$ cat config.mk
export PLATFORM = sky130hd
export DESIGN_NAME = orient_regs
export DESIGN_NICKNAME = d
export VERILOG_FILES = /design/src/hw/orient_pkg.sv /design/src/hw/orient_regs.sv /design/src/hw/hpf_cutoff_lut.sv /design/src/hw/orient_detect.sv
export VERILOG_INCLUDE_DIRS = /design/src /design/src/hw
export SDC_FILE = /design/constraint.sdc
export NUM_CORES = 1
export LEC_CHECK = 0
export ABC_AREA = 1
export ABC_CLOCK_PERIOD_IN_PS = 3500
export BUFFER_PORTS_ARGS = -buffer_cell sky130_fd_sc_hd__buf_4
export CAP_MARGIN = 30
export CORE_UTILIZATION = 55
export DETAILED_ROUTE_END_ITERATION = 8
export PLACE_DENSITY_LB_ADDON = 0.12
export SYNTH_ARGS = -nofsm -noshare
export SYNTH_HDL_FRONTEND = slang
export SYNTH_HIERARCHICAL = 1
export SYNTH_SLANG_ARGS = --single-unit
$ cat constraint.sdc
create_clock -name clk_i -period 3.5 [get_ports clk_i]
set_input_delay 0.35 -clock clk_i [delete_from_list [all_inputs] [get_ports clk_i]]
set_output_delay 0.35 -clock clk_i [all_outputs]
set_load 0.02 [all_outputs]
$ cat src/hw/orient_defs.svh
`ifndef ORIENT_DEFS_SVH
`define ORIENT_DEFS_SVH

// ========================================
// Register offsets
`define ADDR_DEVICE_IDENTITY 8'h0d
`define ADDR_RANGE_FILTER_CONFIG 8'h0e
`define ADDR_HIGHPASS_CUTOFF_SELECT 8'h0f
`define ADDR_ORIENTATION_STATUS 8'h10
`define ADDR_ORIENTATION_CONFIG 8'h11

// ========================================
// Field positions
`define CFG_HPO_BIT 4
`define CFG_FS_MSB 1
`define CFG_FS_LSB 0
`define CUT_BYP_BIT 5
`define CUT_LPF_BIT 4
`define CUT_SEL_MSB 1
`define CUT_SEL_LSB 0
`define STAT_CHG_BIT 7
`define STAT_LOCK_BIT 6
`define STAT_ORIENT_MSB 2
`define STAT_ORIENT_LSB 1
`define STAT_BACK_BIT 0
`define PCFG_DBM_BIT 7
`define PCFG_EN_BIT 6

// ========================================
// Reset values
`define FS_RESET 2'h0
`define SEL_RESET 2'h0
`define HPO_RESET 1'h0
`define BYP_RESET 1'h0
`define LPF_RESET 1'h0
`define DBM_RESET 1'h1
`define EN_RESET 1'h0
`define BYTE_ZERO 8'h00
`define COUNT_ZERO 8'h00
`define COUNT_ONE 8'h01

// ========================================
// Full-scale codes and 1.25g hold limits in 12-bit counts
`define FS_2G 2'h0
`define FS_4G 2'h1
`define FS_8G 2'h2
`define FS_RESERVED 2'h3
`define HOLD_LIM_2G 12'h500
`define HOLD_LIM_4G 12'h280
`define HOLD_LIM_8G 12'h140

`endif

$ cat src/hw/orient_pkg.sv
package orient_pkg;

   typedef enum logic [1:0] {
      PORTRAIT_UP = 2'b00,
      PORTRAIT_DOWN = 2'b01,
      LANDSCAPE_RIGHT = 2'b10,
      LANDSCAPE_LEFT = 2'b11
   } orientation_t;

   typedef enum logic [1:0] {
      MODE_STANDBY = 2'b00,
      MODE_WAKE = 2'b01,
      MODE_SLEEP = 2'b10,
      MODE_UNUSED = 2'b11
   } system_mode_t;

   typedef enum logic [1:0] {
      OS_NORMAL = 2'b00,
      OS_LOW_NOISE = 2'b01,
      OS_HIGH_RES = 2'b10,
      OS_LOW_POWER = 2'b11
   } oversampling_t;

   typedef struct packed {
      logic signed [11:0] x;
      logic signed [11:0] y;
      logic signed [11:0] z;
   } accel_sample_t;

   typedef struct packed {
      logic tilt_lockout;
      orientation_t orientation_state;
      logic back_front_state;
   } orient_view_t;

   // Cut-off is 16 Hz shifted right by cutoff_shift
   typedef struct packed {
      logic [1:0] full_scale_select;
      logic highpass_output_select;
      logic tap_highpass_bypass;
      logic tap_lowpass_enable;
      logic [3:0] cutoff_shift;
   } filter_ctrl_t;

endpackage : orient_pkg

$ cat src/hw/orient_regs.sv
`timescale 1ns/100ps
`include "orient_defs.svh"

// Behaviour
// - Read-only eight-bit identification code register
// - Full-scale field selects 2g, 4g, 8g
// - Output select bit picks high-pass samples
// - Cut-off select indexed by rate, oversampling
// - Tap high-pass bypass bit, resets clear
// - Tap low-pass enable bit, resets clear
// - Orientation field encodes four positions
// - Back/front bit: zero front, one back
// - Lockout bit set past Z-tilt angle
// - Change flag on first detection, changes
// - Status read clears flag and interrupt
// - Status fields keep tracking while flagged
// - Over 1.25g on any axis holds orientation
// - Status fields read zero after power-up
// - Config: debounce mode bit7, enable bit6
// - Data config: output select bit4, scale
// - Debounce lapse: mode0 decrement, mode1 clear
// - Detection runs only while enabled
// - Wake/sleep change resets debounce counter
// - Interrupt source follows flag, read clears
module orient_regs #(
   // Arbitrary neutral identification value
   parameter logic [7:0] IDENTITY = 8'h5c,
   parameter logic [11:0] ZLOCK_LIMIT = 12'h380
) (
   input wire logic clk_i,
   input wire logic resetn_i,
   input wire logic [7:0] reg_addr_i,
   input wire logic reg_wr_i,
   input wire logic reg_rd_i,
   input wire logic [7:0] reg_wdata_i,
   output logic [7:0] reg_rdata_o,
   input wire logic sample_valid_i,
   input wire orient_pkg::accel_sample_t sample_i,
   input wire orient_pkg::system_mode_t system_mode_i,
   input wire logic [2:0] output_data_rate_i,
   input wire orient_pkg::oversampling_t oversampling_i,
   input wire logic [7:0] debounce_count_i,
   input wire logic orient_irq_enable_i,
   output orient_pkg::filter_ctrl_t filter_ctrl_o,
   output orient_pkg::orient_view_t orient_view_o,
   output logic orientation_changed_o,
   output logic orientation_irq_source_o
);
   import orient_pkg::*;

   // ========================================
   // Elaboration checks
   if (ZLOCK_LIMIT == 12'h000 || ZLOCK_LIMIT[11]) begin : g_bad_zlock
      $error("ZLOCK_LIMIT must lie in 1..2047");
   end

   // ========================================
   // Configuration state
   logic [1:0] full_scale_select_r, full_scale_select_nxt;
   logic highpass_output_select_r, highpass_output_select_nxt;
   logic tap_highpass_bypass_r, tap_highpass_bypass_nxt;
   logic tap_lowpass_enable_r, tap_lowpass_enable_nxt;
   logic [1:0] cutoff_select_r, cutoff_select_nxt;
   logic debounce_mode_r, debounce_mode_nxt;
   logic orientation_enable_r, orientation_enable_nxt;
   logic [3:0] cutoff_shift;

   function automatic logic hit(input logic [7:0] a, input logic [7:0] t);
      hit = (a == t);
   endfunction : hit

   always_comb begin
      full_scale_select_nxt = full_scale_select_r;
      highpass_output_select_nxt = highpass_output_select_r;
      tap_highpass_bypass_nxt = tap_highpass_bypass_r;
      tap_lowpass_enable_nxt = tap_lowpass_enable_r;
      cutoff_select_nxt = cutoff_select_r;
      debounce_mode_nxt = debounce_mode_r;
      orientation_enable_nxt = orientation_enable_r;
      if (reg_wr_i) begin
         if (hit(reg_addr_i, `ADDR_RANGE_FILTER_CONFIG)) begin
            // Reserved code 3 is stored as written
            full_scale_select_nxt =
               reg_wdata_i[`CFG_FS_MSB:`CFG_FS_LSB];
            highpass_output_select_nxt =
               reg_wdata_i[`CFG_HPO_BIT];
         end
         if (hit(reg_addr_i, `ADDR_HIGHPASS_CUTOFF_SELECT)) begin
            tap_highpass_bypass_nxt = reg_wdata_i[`CUT_BYP_BIT];
            tap_lowpass_enable_nxt = reg_wdata_i[`CUT_LPF_BIT];
            cutoff_select_nxt =
               reg_wdata_i[`CUT_SEL_MSB:`CUT_SEL_LSB];
         end
         if (hit(reg_addr_i, `ADDR_ORIENTATION_CONFIG)) begin
            debounce_mode_nxt = reg_wdata_i[`PCFG_DBM_BIT];
            orientation_enable_nxt = reg_wdata_i[`PCFG_EN_BIT];
         end
      end
   end

   always_ff @(posedge clk_i or negedge resetn_i) begin
      if (!resetn_i) begin
         full_scale_select_r <= `FS_RESET;
         highpass_output_select_r <= `HPO_RESET;
         tap_highpass_bypass_r <= `BYP_RESET;
         tap_lowpass_enable_r <= `LPF_RESET;
         cutoff_select_r <= `SEL_RESET;
         debounce_mode_r <= `DBM_RESET;
         orientation_enable_r <= `EN_RESET;
      end else begin
         full_scale_select_r <= full_scale_select_nxt;
         highpass_output_select_r <= highpass_output_select_nxt;
         tap_highpass_bypass_r <= tap_highpass_bypass_nxt;
         tap_lowpass_enable_r <= tap_lowpass_enable_nxt;
         cutoff_select_r <= cutoff_select_nxt;
         debounce_mode_r <= debounce_mode_nxt;
         orientation_enable_r <= orientation_enable_nxt;
      end
   end

   hpf_cutoff_lut u_cutoff (
      .cutoff_select_i(cutoff_select_r),
      .output_data_rate_i(output_data_rate_i),
      .oversampling_i(oversampling_i),
      .cutoff_shift_o(cutoff_shift)
   );

   // Data path follows the stored fields directly
   always_comb begin
      filter_ctrl_o.full_scale_select = full_scale_select_r;
      filter_ctrl_o.highpass_output_select = highpass_output_select_r;
      filter_ctrl_o.tap_highpass_bypass = tap_highpass_bypass_r;
      filter_ctrl_o.tap_lowpass_enable = tap_lowpass_enable_r;
      filter_ctrl_o.cutoff_shift = cutoff_shift;
   end

   // ========================================
   // Orientation detection
   orient_view_t view;
   logic change_evt;

   orient_detect #(
      .ZLOCK_LIMIT(ZLOCK_LIMIT)
   ) u_detect (
      .clk_i(clk_i),
      .resetn_i(resetn_i),
      .enable_i(orientation_enable_r),
      .debounce_mode_i(debounce_mode_r),
      .debounce_count_i(debounce_count_i),
      .system_mode_i(system_mode_i),
      .full_scale_select_i(full_scale_select_r),
      .sample_valid_i(sample_valid_i),
      .sample_i(sample_i),
      .view_o(view),
      .change_o(change_evt)
   );

   // ========================================
   // Change flag, interrupt source and read data
   logic changed_r, changed_nxt;
   logic irq_src_r, irq_src_nxt;
   logic [7:0] rdata_r, rdata_nxt;
   logic status_rd;

   assign status_rd = reg_rd_i && hit(reg_addr_i, `ADDR_ORIENTATION_STATUS);

   always_comb begin
      changed_nxt = changed_r;
      irq_src_nxt = irq_src_r;
      // Clear first so a coincident event still lands
      if (status_rd) begin
         changed_nxt = 1'b0;
         irq_src_nxt = 1'b0;
      end
      if (change_evt) begin
         changed_nxt = 1'b1;
         if (orient_irq_enable_i) begin
            irq_src_nxt = 1'b1;
         end
      end
   end

   always_comb begin
      rdata_nxt = rdata_r;
      if (reg_rd_i) begin
         rdata_nxt = `BYTE_ZERO;
         unique case (reg_addr_i)
            `ADDR_DEVICE_IDENTITY: rdata_nxt = IDENTITY;
            `ADDR_RANGE_FILTER_CONFIG: begin
               rdata_nxt[`CFG_HPO_BIT] = highpass_output_select_r;
               rdata_nxt[`CFG_FS_MSB:`CFG_FS_LSB] =
                  full_scale_select_r;
            end
            `ADDR_HIGHPASS_CUTOFF_SELECT: begin
               rdata_nxt[`CUT_BYP_BIT] = tap_highpass_bypass_r;
               rdata_nxt[`CUT_LPF_BIT] = tap_lowpass_enable_r;
               rdata_nxt[`CUT_SEL_MSB:`CUT_SEL_LSB] = cutoff_select_r;
            end
            `ADDR_ORIENTATION_STATUS: begin
               // Fields are live, never frozen by the flag
               rdata_nxt[`STAT_CHG_BIT] = changed_r;
               rdata_nxt[`STAT_LOCK_BIT] = view.tilt_lockout;
               rdata_nxt[`STAT_ORIENT_MSB:`STAT_ORIENT_LSB] =
                  view.orientation_state;
               rdata_nxt[`STAT_BACK_BIT] =
                  view.back_front_state;
            end
            `ADDR_ORIENTATION_CONFIG: begin
               rdata_nxt[`PCFG_DBM_BIT] = debounce_mode_r;
               rdata_nxt[`PCFG_EN_BIT] = orientation_enable_r;
            end
            default: rdata_nxt = `BYTE_ZERO;
         endcase
      end
   end

   always_ff @(posedge clk_i or negedge resetn_i) begin
      if (!resetn_i) begin
         changed_r <= 1'b0;
         irq_src_r <= 1'b0;
         rdata_r <= `BYTE_ZERO;
      end else begin
         changed_r <= changed_nxt;
         irq_src_r <= irq_src_nxt;
         rdata_r <= rdata_nxt;
      end
   end

   assign reg_rdata_o = rdata_r;
   assign orient_view_o = view;
   assign orientation_changed_o = changed_r;
   assign orientation_irq_source_o = irq_src_r;

   // ========================================
   // Checks
   property p_identity_read;
      @(posedge clk_i) disable iff (!resetn_i)
      (reg_rd_i && hit(reg_addr_i, `ADDR_DEVICE_IDENTITY))
         |=> (reg_rdata_o == IDENTITY);
   endproperty
   a_identity_read: assert property (p_identity_read)
      else $error("identity read returned wrong code");

   property p_scale_write;
      @(posedge clk_i) disable iff (!resetn_i)
      (reg_wr_i && hit(reg_addr_i, `ADDR_RANGE_FILTER_CONFIG))
         |=> (filter_ctrl_o.full_scale_select ==
              $past(reg_wdata_i[`CFG_FS_MSB:`CFG_FS_LSB]));
   endproperty
   a_scale_write: assert property (p_scale_write)
      else $error("full-scale field did not take the write");

   property p_hpo_write;
      @(posedge clk_i) disable iff (!resetn_i)
      (reg_wr_i && hit(reg_addr_i, `ADDR_RANGE_FILTER_CONFIG))
         |=> (filter_ctrl_o.highpass_output_select ==
              $past(reg_wdata_i[`CFG_HPO_BIT]));
   endproperty
   a_hpo_write: assert property (p_hpo_write)
      else $error("output select did not take the write");

   property p_tap_write;
      @(posedge clk_i) disable iff (!resetn_i)
      (reg_wr_i && hit(reg_addr_i, `ADDR_HIGHPASS_CUTOFF_SELECT))
         |=> (filter_ctrl_o.tap_highpass_bypass ==
              $past(reg_wdata_i[`CUT_BYP_BIT])) &&
             (filter_ctrl_o.tap_lowpass_enable ==
              $past(reg_wdata_i[`CUT_LPF_BIT]));
   endproperty
   a_tap_write: assert property (p_tap_write)
      else $error("tap filter bits did not take the write");

   property p_read_clears;
      @(posedge clk_i) disable iff (!resetn_i)
      (status_rd && !change_evt) |=> !changed_r && !irq_src_r;
   endproperty
   a_read_clears: assert property (p_read_clears)
      else $error("status read left flag or interrupt set");

   property p_event_sets;
      @(posedge clk_i) disable iff (!resetn_i)
      change_evt |=> changed_r;
   endproperty
   a_event_sets: assert property (p_event_sets)
      else $error("change event lost");

   property p_irq_follows;
      @(posedge clk_i) disable iff (!resetn_i)
      (change_evt && orient_irq_enable_i) |=> irq_src_r && changed_r;
   endproperty
   a_irq_follows: assert property (p_irq_follows)
      else $error("interrupt source missed an enabled change");

   property p_cfg_reserved;
      @(posedge clk_i) disable iff (!resetn_i)
      (reg_rd_i && hit(reg_addr_i, `ADDR_ORIENTATION_CONFIG))
         |=> (reg_rdata_o[5:0] == 6'h00) &&
             (reg_rdata_o[`PCFG_DBM_BIT] == $past(debounce_mode_r));
   endproperty
   a_cfg_reserved: assert property (p_cfg_reserved)
      else $error("orientation config readback wrong");

   property p_data_cfg_reserved;
      @(posedge clk_i) disable iff (!resetn_i)
      (reg_rd_i && hit(reg_addr_i, `ADDR_RANGE_FILTER_CONFIG))
         |=> (reg_rdata_o[7:5] == 3'h0) && (reg_rdata_o[3:2] == 2'h0);
   endproperty
   a_data_cfg_reserved: assert property (p_data_cfg_reserved)
      else $error("data config reserved bits not zero");

endmodule : orient_regs

$ cat src/hw/hpf_cutoff_lut.sv
`timescale 1ns/100ps
`include "orient_defs.svh"

module hpf_cutoff_lut (
   input wire logic [1:0] cutoff_select_i,
   input wire logic [2:0] output_data_rate_i,
   input wire orient_pkg::oversampling_t oversampling_i,
   output logic [3:0] cutoff_shift_o
);
   import orient_pkg::*;

   // Rate code 0 is 800 Hz, 7 is 1.56 Hz; codes 5..7 share a column, 4..7 in normal oversampling
   logic [3:0] base;

   always_comb begin
      base = 4'h0;
      unique case (oversampling_i)
         OS_NORMAL: begin
            unique case (output_data_rate_i)
               3'h0, 3'h1: base = 4'h0;
               3'h2: base = 4'h1;
               3'h3: base = 4'h2;
               default: base = 4'h3;
            endcase
         end
         OS_LOW_NOISE: begin
            unique case (output_data_rate_i)
               3'h0, 3'h1: base = 4'h0;
               3'h2: base = 4'h1;
               3'h3: base = 4'h2;
               3'h4: base = 4'h3;
               default: base = 4'h5;
            endcase
         end
         OS_HIGH_RES: base = 4'h0;
         OS_LOW_POWER: begin
            unique case (output_data_rate_i)
               3'h0: base = 4'h0;
               3'h1: base = 4'h1;
               3'h2: base = 4'h2;
               3'h3: base = 4'h3;
               3'h4: base = 4'h4;
               default: base = 4'h6;
            endcase
         end
      endcase
      cutoff_shift_o = base + {2'h0, cutoff_select_i};
   end

endmodule : hpf_cutoff_lut

$ cat src/hw/orient_detect.sv
`timescale 1ns/100ps
`include "orient_defs.svh"

module orient_detect #(
   parameter logic [11:0] ZLOCK_LIMIT = 12'h380
) (
   input wire logic clk_i,
   input wire logic resetn_i,
   input wire logic enable_i,
   input wire logic debounce_mode_i,
   input wire logic [7:0] debounce_count_i,
   input wire orient_pkg::system_mode_t system_mode_i,
   input wire logic [1:0] full_scale_select_i,
   input wire logic sample_valid_i,
   input wire orient_pkg::accel_sample_t sample_i,
   output orient_pkg::orient_view_t view_o,
   output logic change_o
);
   import orient_pkg::*;

   typedef enum logic [1:0] {
      DET_IDLE = 2'b00,
      DET_FIRST = 2'b01,
      DET_TRACK = 2'b10
   } det_state_t;

   function automatic logic [11:0] mag(input logic signed [11:0] v);
      mag = v[11] ? 12'(-v) : 12'(v);
   endfunction : mag

   det_state_t state_r, state_nxt;
   orient_view_t view_r, view_nxt, cand;
   logic change_r, change_nxt;
   logic [7:0] cnt_r, cnt_nxt;
   system_mode_t mode_r;
   logic [11:0] hold_lim;
   logic hold, run, sleep_wake;

   always_comb begin
      unique case (full_scale_select_i)
         `FS_2G: hold_lim = `HOLD_LIM_2G;
         `FS_4G: hold_lim = `HOLD_LIM_4G;
         `FS_8G: hold_lim = `HOLD_LIM_8G;
         `FS_RESERVED: hold_lim = `HOLD_LIM_8G;
      endcase
   end

   // Any axis past 1.25g freezes the reported position
   assign hold = (mag(sample_i.x) > hold_lim) ||
                 (mag(sample_i.y) > hold_lim) ||
                 (mag(sample_i.z) > hold_lim);
   assign run = enable_i && (system_mode_i != MODE_STANDBY);
   assign sleep_wake = ((mode_r == MODE_WAKE) &&
                        (system_mode_i == MODE_SLEEP)) ||
                       ((mode_r == MODE_SLEEP) &&
                        (system_mode_i == MODE_WAKE));

   always_comb begin
      cand.tilt_lockout = mag(sample_i.z) > ZLOCK_LIMIT;
      cand.back_front_state = sample_i.z[11];
      if (mag(sample_i.y) >= mag(sample_i.x)) begin
         cand.orientation_state = sample_i.y[11] ? PORTRAIT_DOWN
                                                 : PORTRAIT_UP;
      end else begin
         cand.orientation_state = sample_i.x[11] ? LANDSCAPE_LEFT
                                                 : LANDSCAPE_RIGHT;
      end
   end

   always_comb begin
      state_nxt = state_r;
      view_nxt = view_r;
      cnt_nxt = cnt_r;
      change_nxt = 1'b0;
      unique case (state_r)
         DET_IDLE: begin
            cnt_nxt = `COUNT_ZERO;
            if (run) begin
               state_nxt = DET_FIRST;
            end
         end
         DET_FIRST: begin
            if (!run) begin
               state_nxt = DET_IDLE;
            end else if (sample_valid_i && !hold) begin
               view_nxt = cand;
               change_nxt = 1'b1;
               state_nxt = DET_TRACK;
            end
         end
         DET_TRACK: begin
            if (!run) begin
               state_nxt = DET_IDLE;
            end else if (sample_valid_i && !hold) begin
               if (cand != view_r) begin
                  if (cnt_r >= debounce_count_i) begin
                     view_nxt = cand;
                     change_nxt = 1'b1;
                     cnt_nxt = `COUNT_ZERO;
                  end else begin
                     cnt_nxt = cnt_r + `COUNT_ONE;
                  end
               end else if (debounce_mode_i) begin
                  cnt_nxt = `COUNT_ZERO;
               end else if (cnt_r != `COUNT_ZERO) begin
                  cnt_nxt = cnt_r - `COUNT_ONE;
               end
            end
         end
         default: state_nxt = DET_IDLE;
      endcase
      if (sleep_wake) begin
         cnt_nxt = `COUNT_ZERO;
      end
   end

   always_ff @(posedge clk_i or negedge resetn_i) begin
      if (!resetn_i) begin
         state_r <= DET_IDLE;
         view_r <= '0;
         cnt_r <= `COUNT_ZERO;
         change_r <= 1'b0;
         mode_r <= MODE_STANDBY;
      end else begin
         state_r <= state_nxt;
         view_r <= view_nxt;
         cnt_r <= cnt_nxt;
         change_r <= change_nxt;
         mode_r <= system_mode_i;
      end
   end

   assign view_o = view_r;
   assign change_o = change_r;

   property p_hold_freezes;
      @(posedge clk_i) disable iff (!resetn_i)
      (sample_valid_i && hold) |=> (view_r == $past(view_r));
   endproperty
   a_hold_freezes: assert property (p_hold_freezes)
      else $error("orientation moved during over-range hold");

   property p_sleep_wake_clears;
      @(posedge clk_i) disable iff (!resetn_i)
      sleep_wake |=> (cnt_r == `COUNT_ZERO);
   endproperty
   a_sleep_wake_clears: assert property (p_sleep_wake_clears)
      else $error("debounce count survived a wake/sleep change");

   property p_idle_when_off;
      @(posedge clk_i) disable iff (!resetn_i)
      !run [*2] |-> (state_r == DET_IDLE) && !change_r;
   endproperty
   a_idle_when_off: assert property (p_idle_when_off)
      else $error("detection active while disabled");

endmodule : orient_detect

==> run metrics <==
outcome=complete, but fails checks; antenna violations before repair=0; dpl hpwl=8100 um; GPL Wtd Cong=around 0.85; Setup Slack @ Placement=-9.38 ps; diodes inserted=0; CTS buffer count=5; Port Buf Inserts=93; syn nets=755; worst-margin pin slew=533 ps; Die W=89.7 um; Ports=96; Residual DRC=0; Cell Rows=31; Post-Syn Instances=639; RSZ-0062 raised after global routing=false; Hold WS=-7.72 ps; Worst-Skew Late Latency=300 ps; Syn Area/Cell=6.62 sq um; die height=89.7 um; area post-placement=5000 sq um; Leakage=0.00282 uW; Power Dens Cells=300 nW/um^2; register bit total from synthesis=36; Top FF cell, synth=dfrtp_1; area grow syn2layout=21.3%; CTS tree=built; critical path cell sequence=buf_4, inv_1, ha_1, nand3_1, nor3_1, inv_1, nor2_1, inv_1, o21ai_0, xor2_1, inv_1, ha_1, nand2_1, nand2_1, nand2_2, nand2_4, nand2_2, nand2_2, nor2_4, nand4_4, nand2_8, inv_1, nand3_1, nand2_1; total global routing overflow=0; # nets final=around 850; sequential fraction of the synthesis area=0.213; HP Class=input port to asynchronous set/reset pin; most frequent cells in the layout=nand2_1 (154), buf_4 (97), inv_1 (95); Max H-tree Level=2; largest net degree at the start of global routing=37; Root Driver=clkbuf_8; fraction of registers with async set/reset=1.00; Core Region=7330 sq um; Detail Route Antenna Nets=0; slowest stage delay, CP=270 ps; fin crit share=0.888; Post-Route WL=9800 um; fin area=5130 sq um; FF-to-FF path depth=15; max-slew violation count=0; Final Worst Setup Slack=roughly 390 ps; total die area=roughly 8000 sq um; synth warn=6; cell area after synthesis=4230 sq um; Worst Path Arrival=3300 ps; Slowest cell on crit path=ha_1; Final Critical Period=slightly above 3000 ps; most common cell after layout, fill and taps aside=nand2_1; Critical Path End Type=flop; CP dominant cell by count=inv_1; CP max FO=14; endpoints failing setup=0; Initial Util=0.577; Vias=4384; Post-CTS Setup Inserts=0; Max Cap Violations=0; Data required, critical path=3690 ps; total iterations of the first detailed-routing run=5; EDFF count, synth=0; first-pass GRT wire length=17700 um; Rel. slew slack=0.642; vias per cell=5.27; CTS Buffer Depth=2; vias in the first global route=4262; Fin Clk Skew=4.74 ps; clk slew on worst S/H paths=80 ps; crit start category=input port; layout cell share with drive strength beyond 1=0.235; critical path class=input port to flop; Yosys cell types=45; maximum VDD drop=~0.00017 V; failing checks=negative hold slack; Initial DRC Count=148; CTS sink count=36; fmax=322 MHz; global-route usage over all layers=0.258; Final Hold Fails=10; routed length per placed instance=11.8 um
per-stage QoR:
step / util / setup TNS, ps / power (uW) / cells
6_report: 0.700 / 0 / 1540 / 832
3_5_place_dp: 0.683 / -9.38 / 1160 / 824
5_1_grt: 0.700 / 0 / 1670 / 832
3_3_place_gp: 0.683 / 0 / 1130 / 824
4_1_cts: 0.698 / 0 / 1540 / 832
2_1_floorplan: - / 0 / 952 / 639
worst paths after layout:
path | startpoint | end | slack [ps]
worst max-delay path | sample_i[24] | u_detect/cnt_r[4]$_DFFE_PN0P_ | 390
worst min-delay path | resetn_i | tap_lowpass_enable_r$_DFFE_PN0P_ | -8
worst max register to register | full_scale_select_r[1]$_DFFE_PN0P_ | u_detect/cnt_r[4]$_DFFE_PN0P_ | 720
worst min register to register | u_detect/change_o$_DFF_PN0_ | orientation_changed_o$_DFFE_PN0P_ | 460
max in group asynchronous | resetn_i | debounce_mode_r$_DFFE_PN1P_ | 3150
min in group clk_i | system_mode_i[0] | u_detect/mode_r[0]$_DFF_PN0_ | 180
cells in the mapped netlist, types with 3 or more instances:
library cell  count  area [sq um]
nand3_4           3          52.6
nor2_4            5          56.3
nand4_1          16           100
clkbuf_1          4          15.0
o21ai_2           7          61.3
or2_2             3          18.8
nand3_2           4          40.0
nand2_4           4          45.0
nand3_1          55           275
inv_2             8          30.0
o21ai_1           5          25.0
xor2_1           13           114
nor3_1           12          60.1
xnor2_1           5          43.8
a21oi_1          24           120
nor2_2            9          56.3
nand2_1         154           578
ha_1             42           526
nor2_1           51           191
o21ai_0          38           190
inv_1            95           357
dfrtp_1          35           876
nand2_2          18           113
buf_4             3          22.5
o21a_1            3          22.5
routing by layer:
layer  track usage  vias to the layer above  part of all wire
li1              -                     2254                 -
met1         0.320                     1971              0.44
met2         0.444                      132              0.48
met3        0.0508                       27             0.054
met4        0.0943                        0             0.022
met5             0                        -                 0
worst max-delay path, delay by kind of cell:
family / cells / cell delay, ps
compound gates: 1 / 200
xor+xnor: 1 / 250
fa+ha+maj: 2 / 490
buf+inv: 6 / 540
simple gates: 14 / 1440
flip-flops by register name, summed over array words and instances, names as in the netlist, 2 cells and up:
signal and cells:
u_detect/state_r 2, full_scale_select_r 2, reg_rdata_o 8, u_detect/cnt_r 8
u_detect/mode_r 2, u_detect/view_o 4, cutoff_select_r 2
logic make-up after synthesis:
logic type / Yosys count / share of synthesized area
AO/OA/AOI/OAI: 87 / 0.118
XOR/XNOR: 18 / 0.0373
adder cells (fa/ha/maj): 43 / 0.129
buffers and inverters: 114 / 0.110
flip-flops: 36 / 0.213
AND/OR/NAND/NOR: 341 / 0.393
final cells by class:
cell class | instances | area [sq um]
fill | 643 | 2200
sequential | 36 | 902
multi-input combinational | 489 | 2880
tap | 99 | 124
clock inverter | 3 | 46.3
clock buffer | 5 | 68.8
timing repair buffer | 97 | 728
inverter | 103 | 387
repair_timing:
| item | in CTS | in global routing |
|---|---|---|
| gates resized for setup | 0 | 2 |
| hold buffers | 0 | 0 |
| setup endpoints to repair | 0 | 3 |
| endpoints found under the hold margin | 0 | 0 |
power breakdown:
group	internal [uW]	total [uW]	switching, uW
clock	215	383	168
combinational	258	660	402
sequential	451	499	48.2
Note: power is estimated with default switching activity, not from simulation.
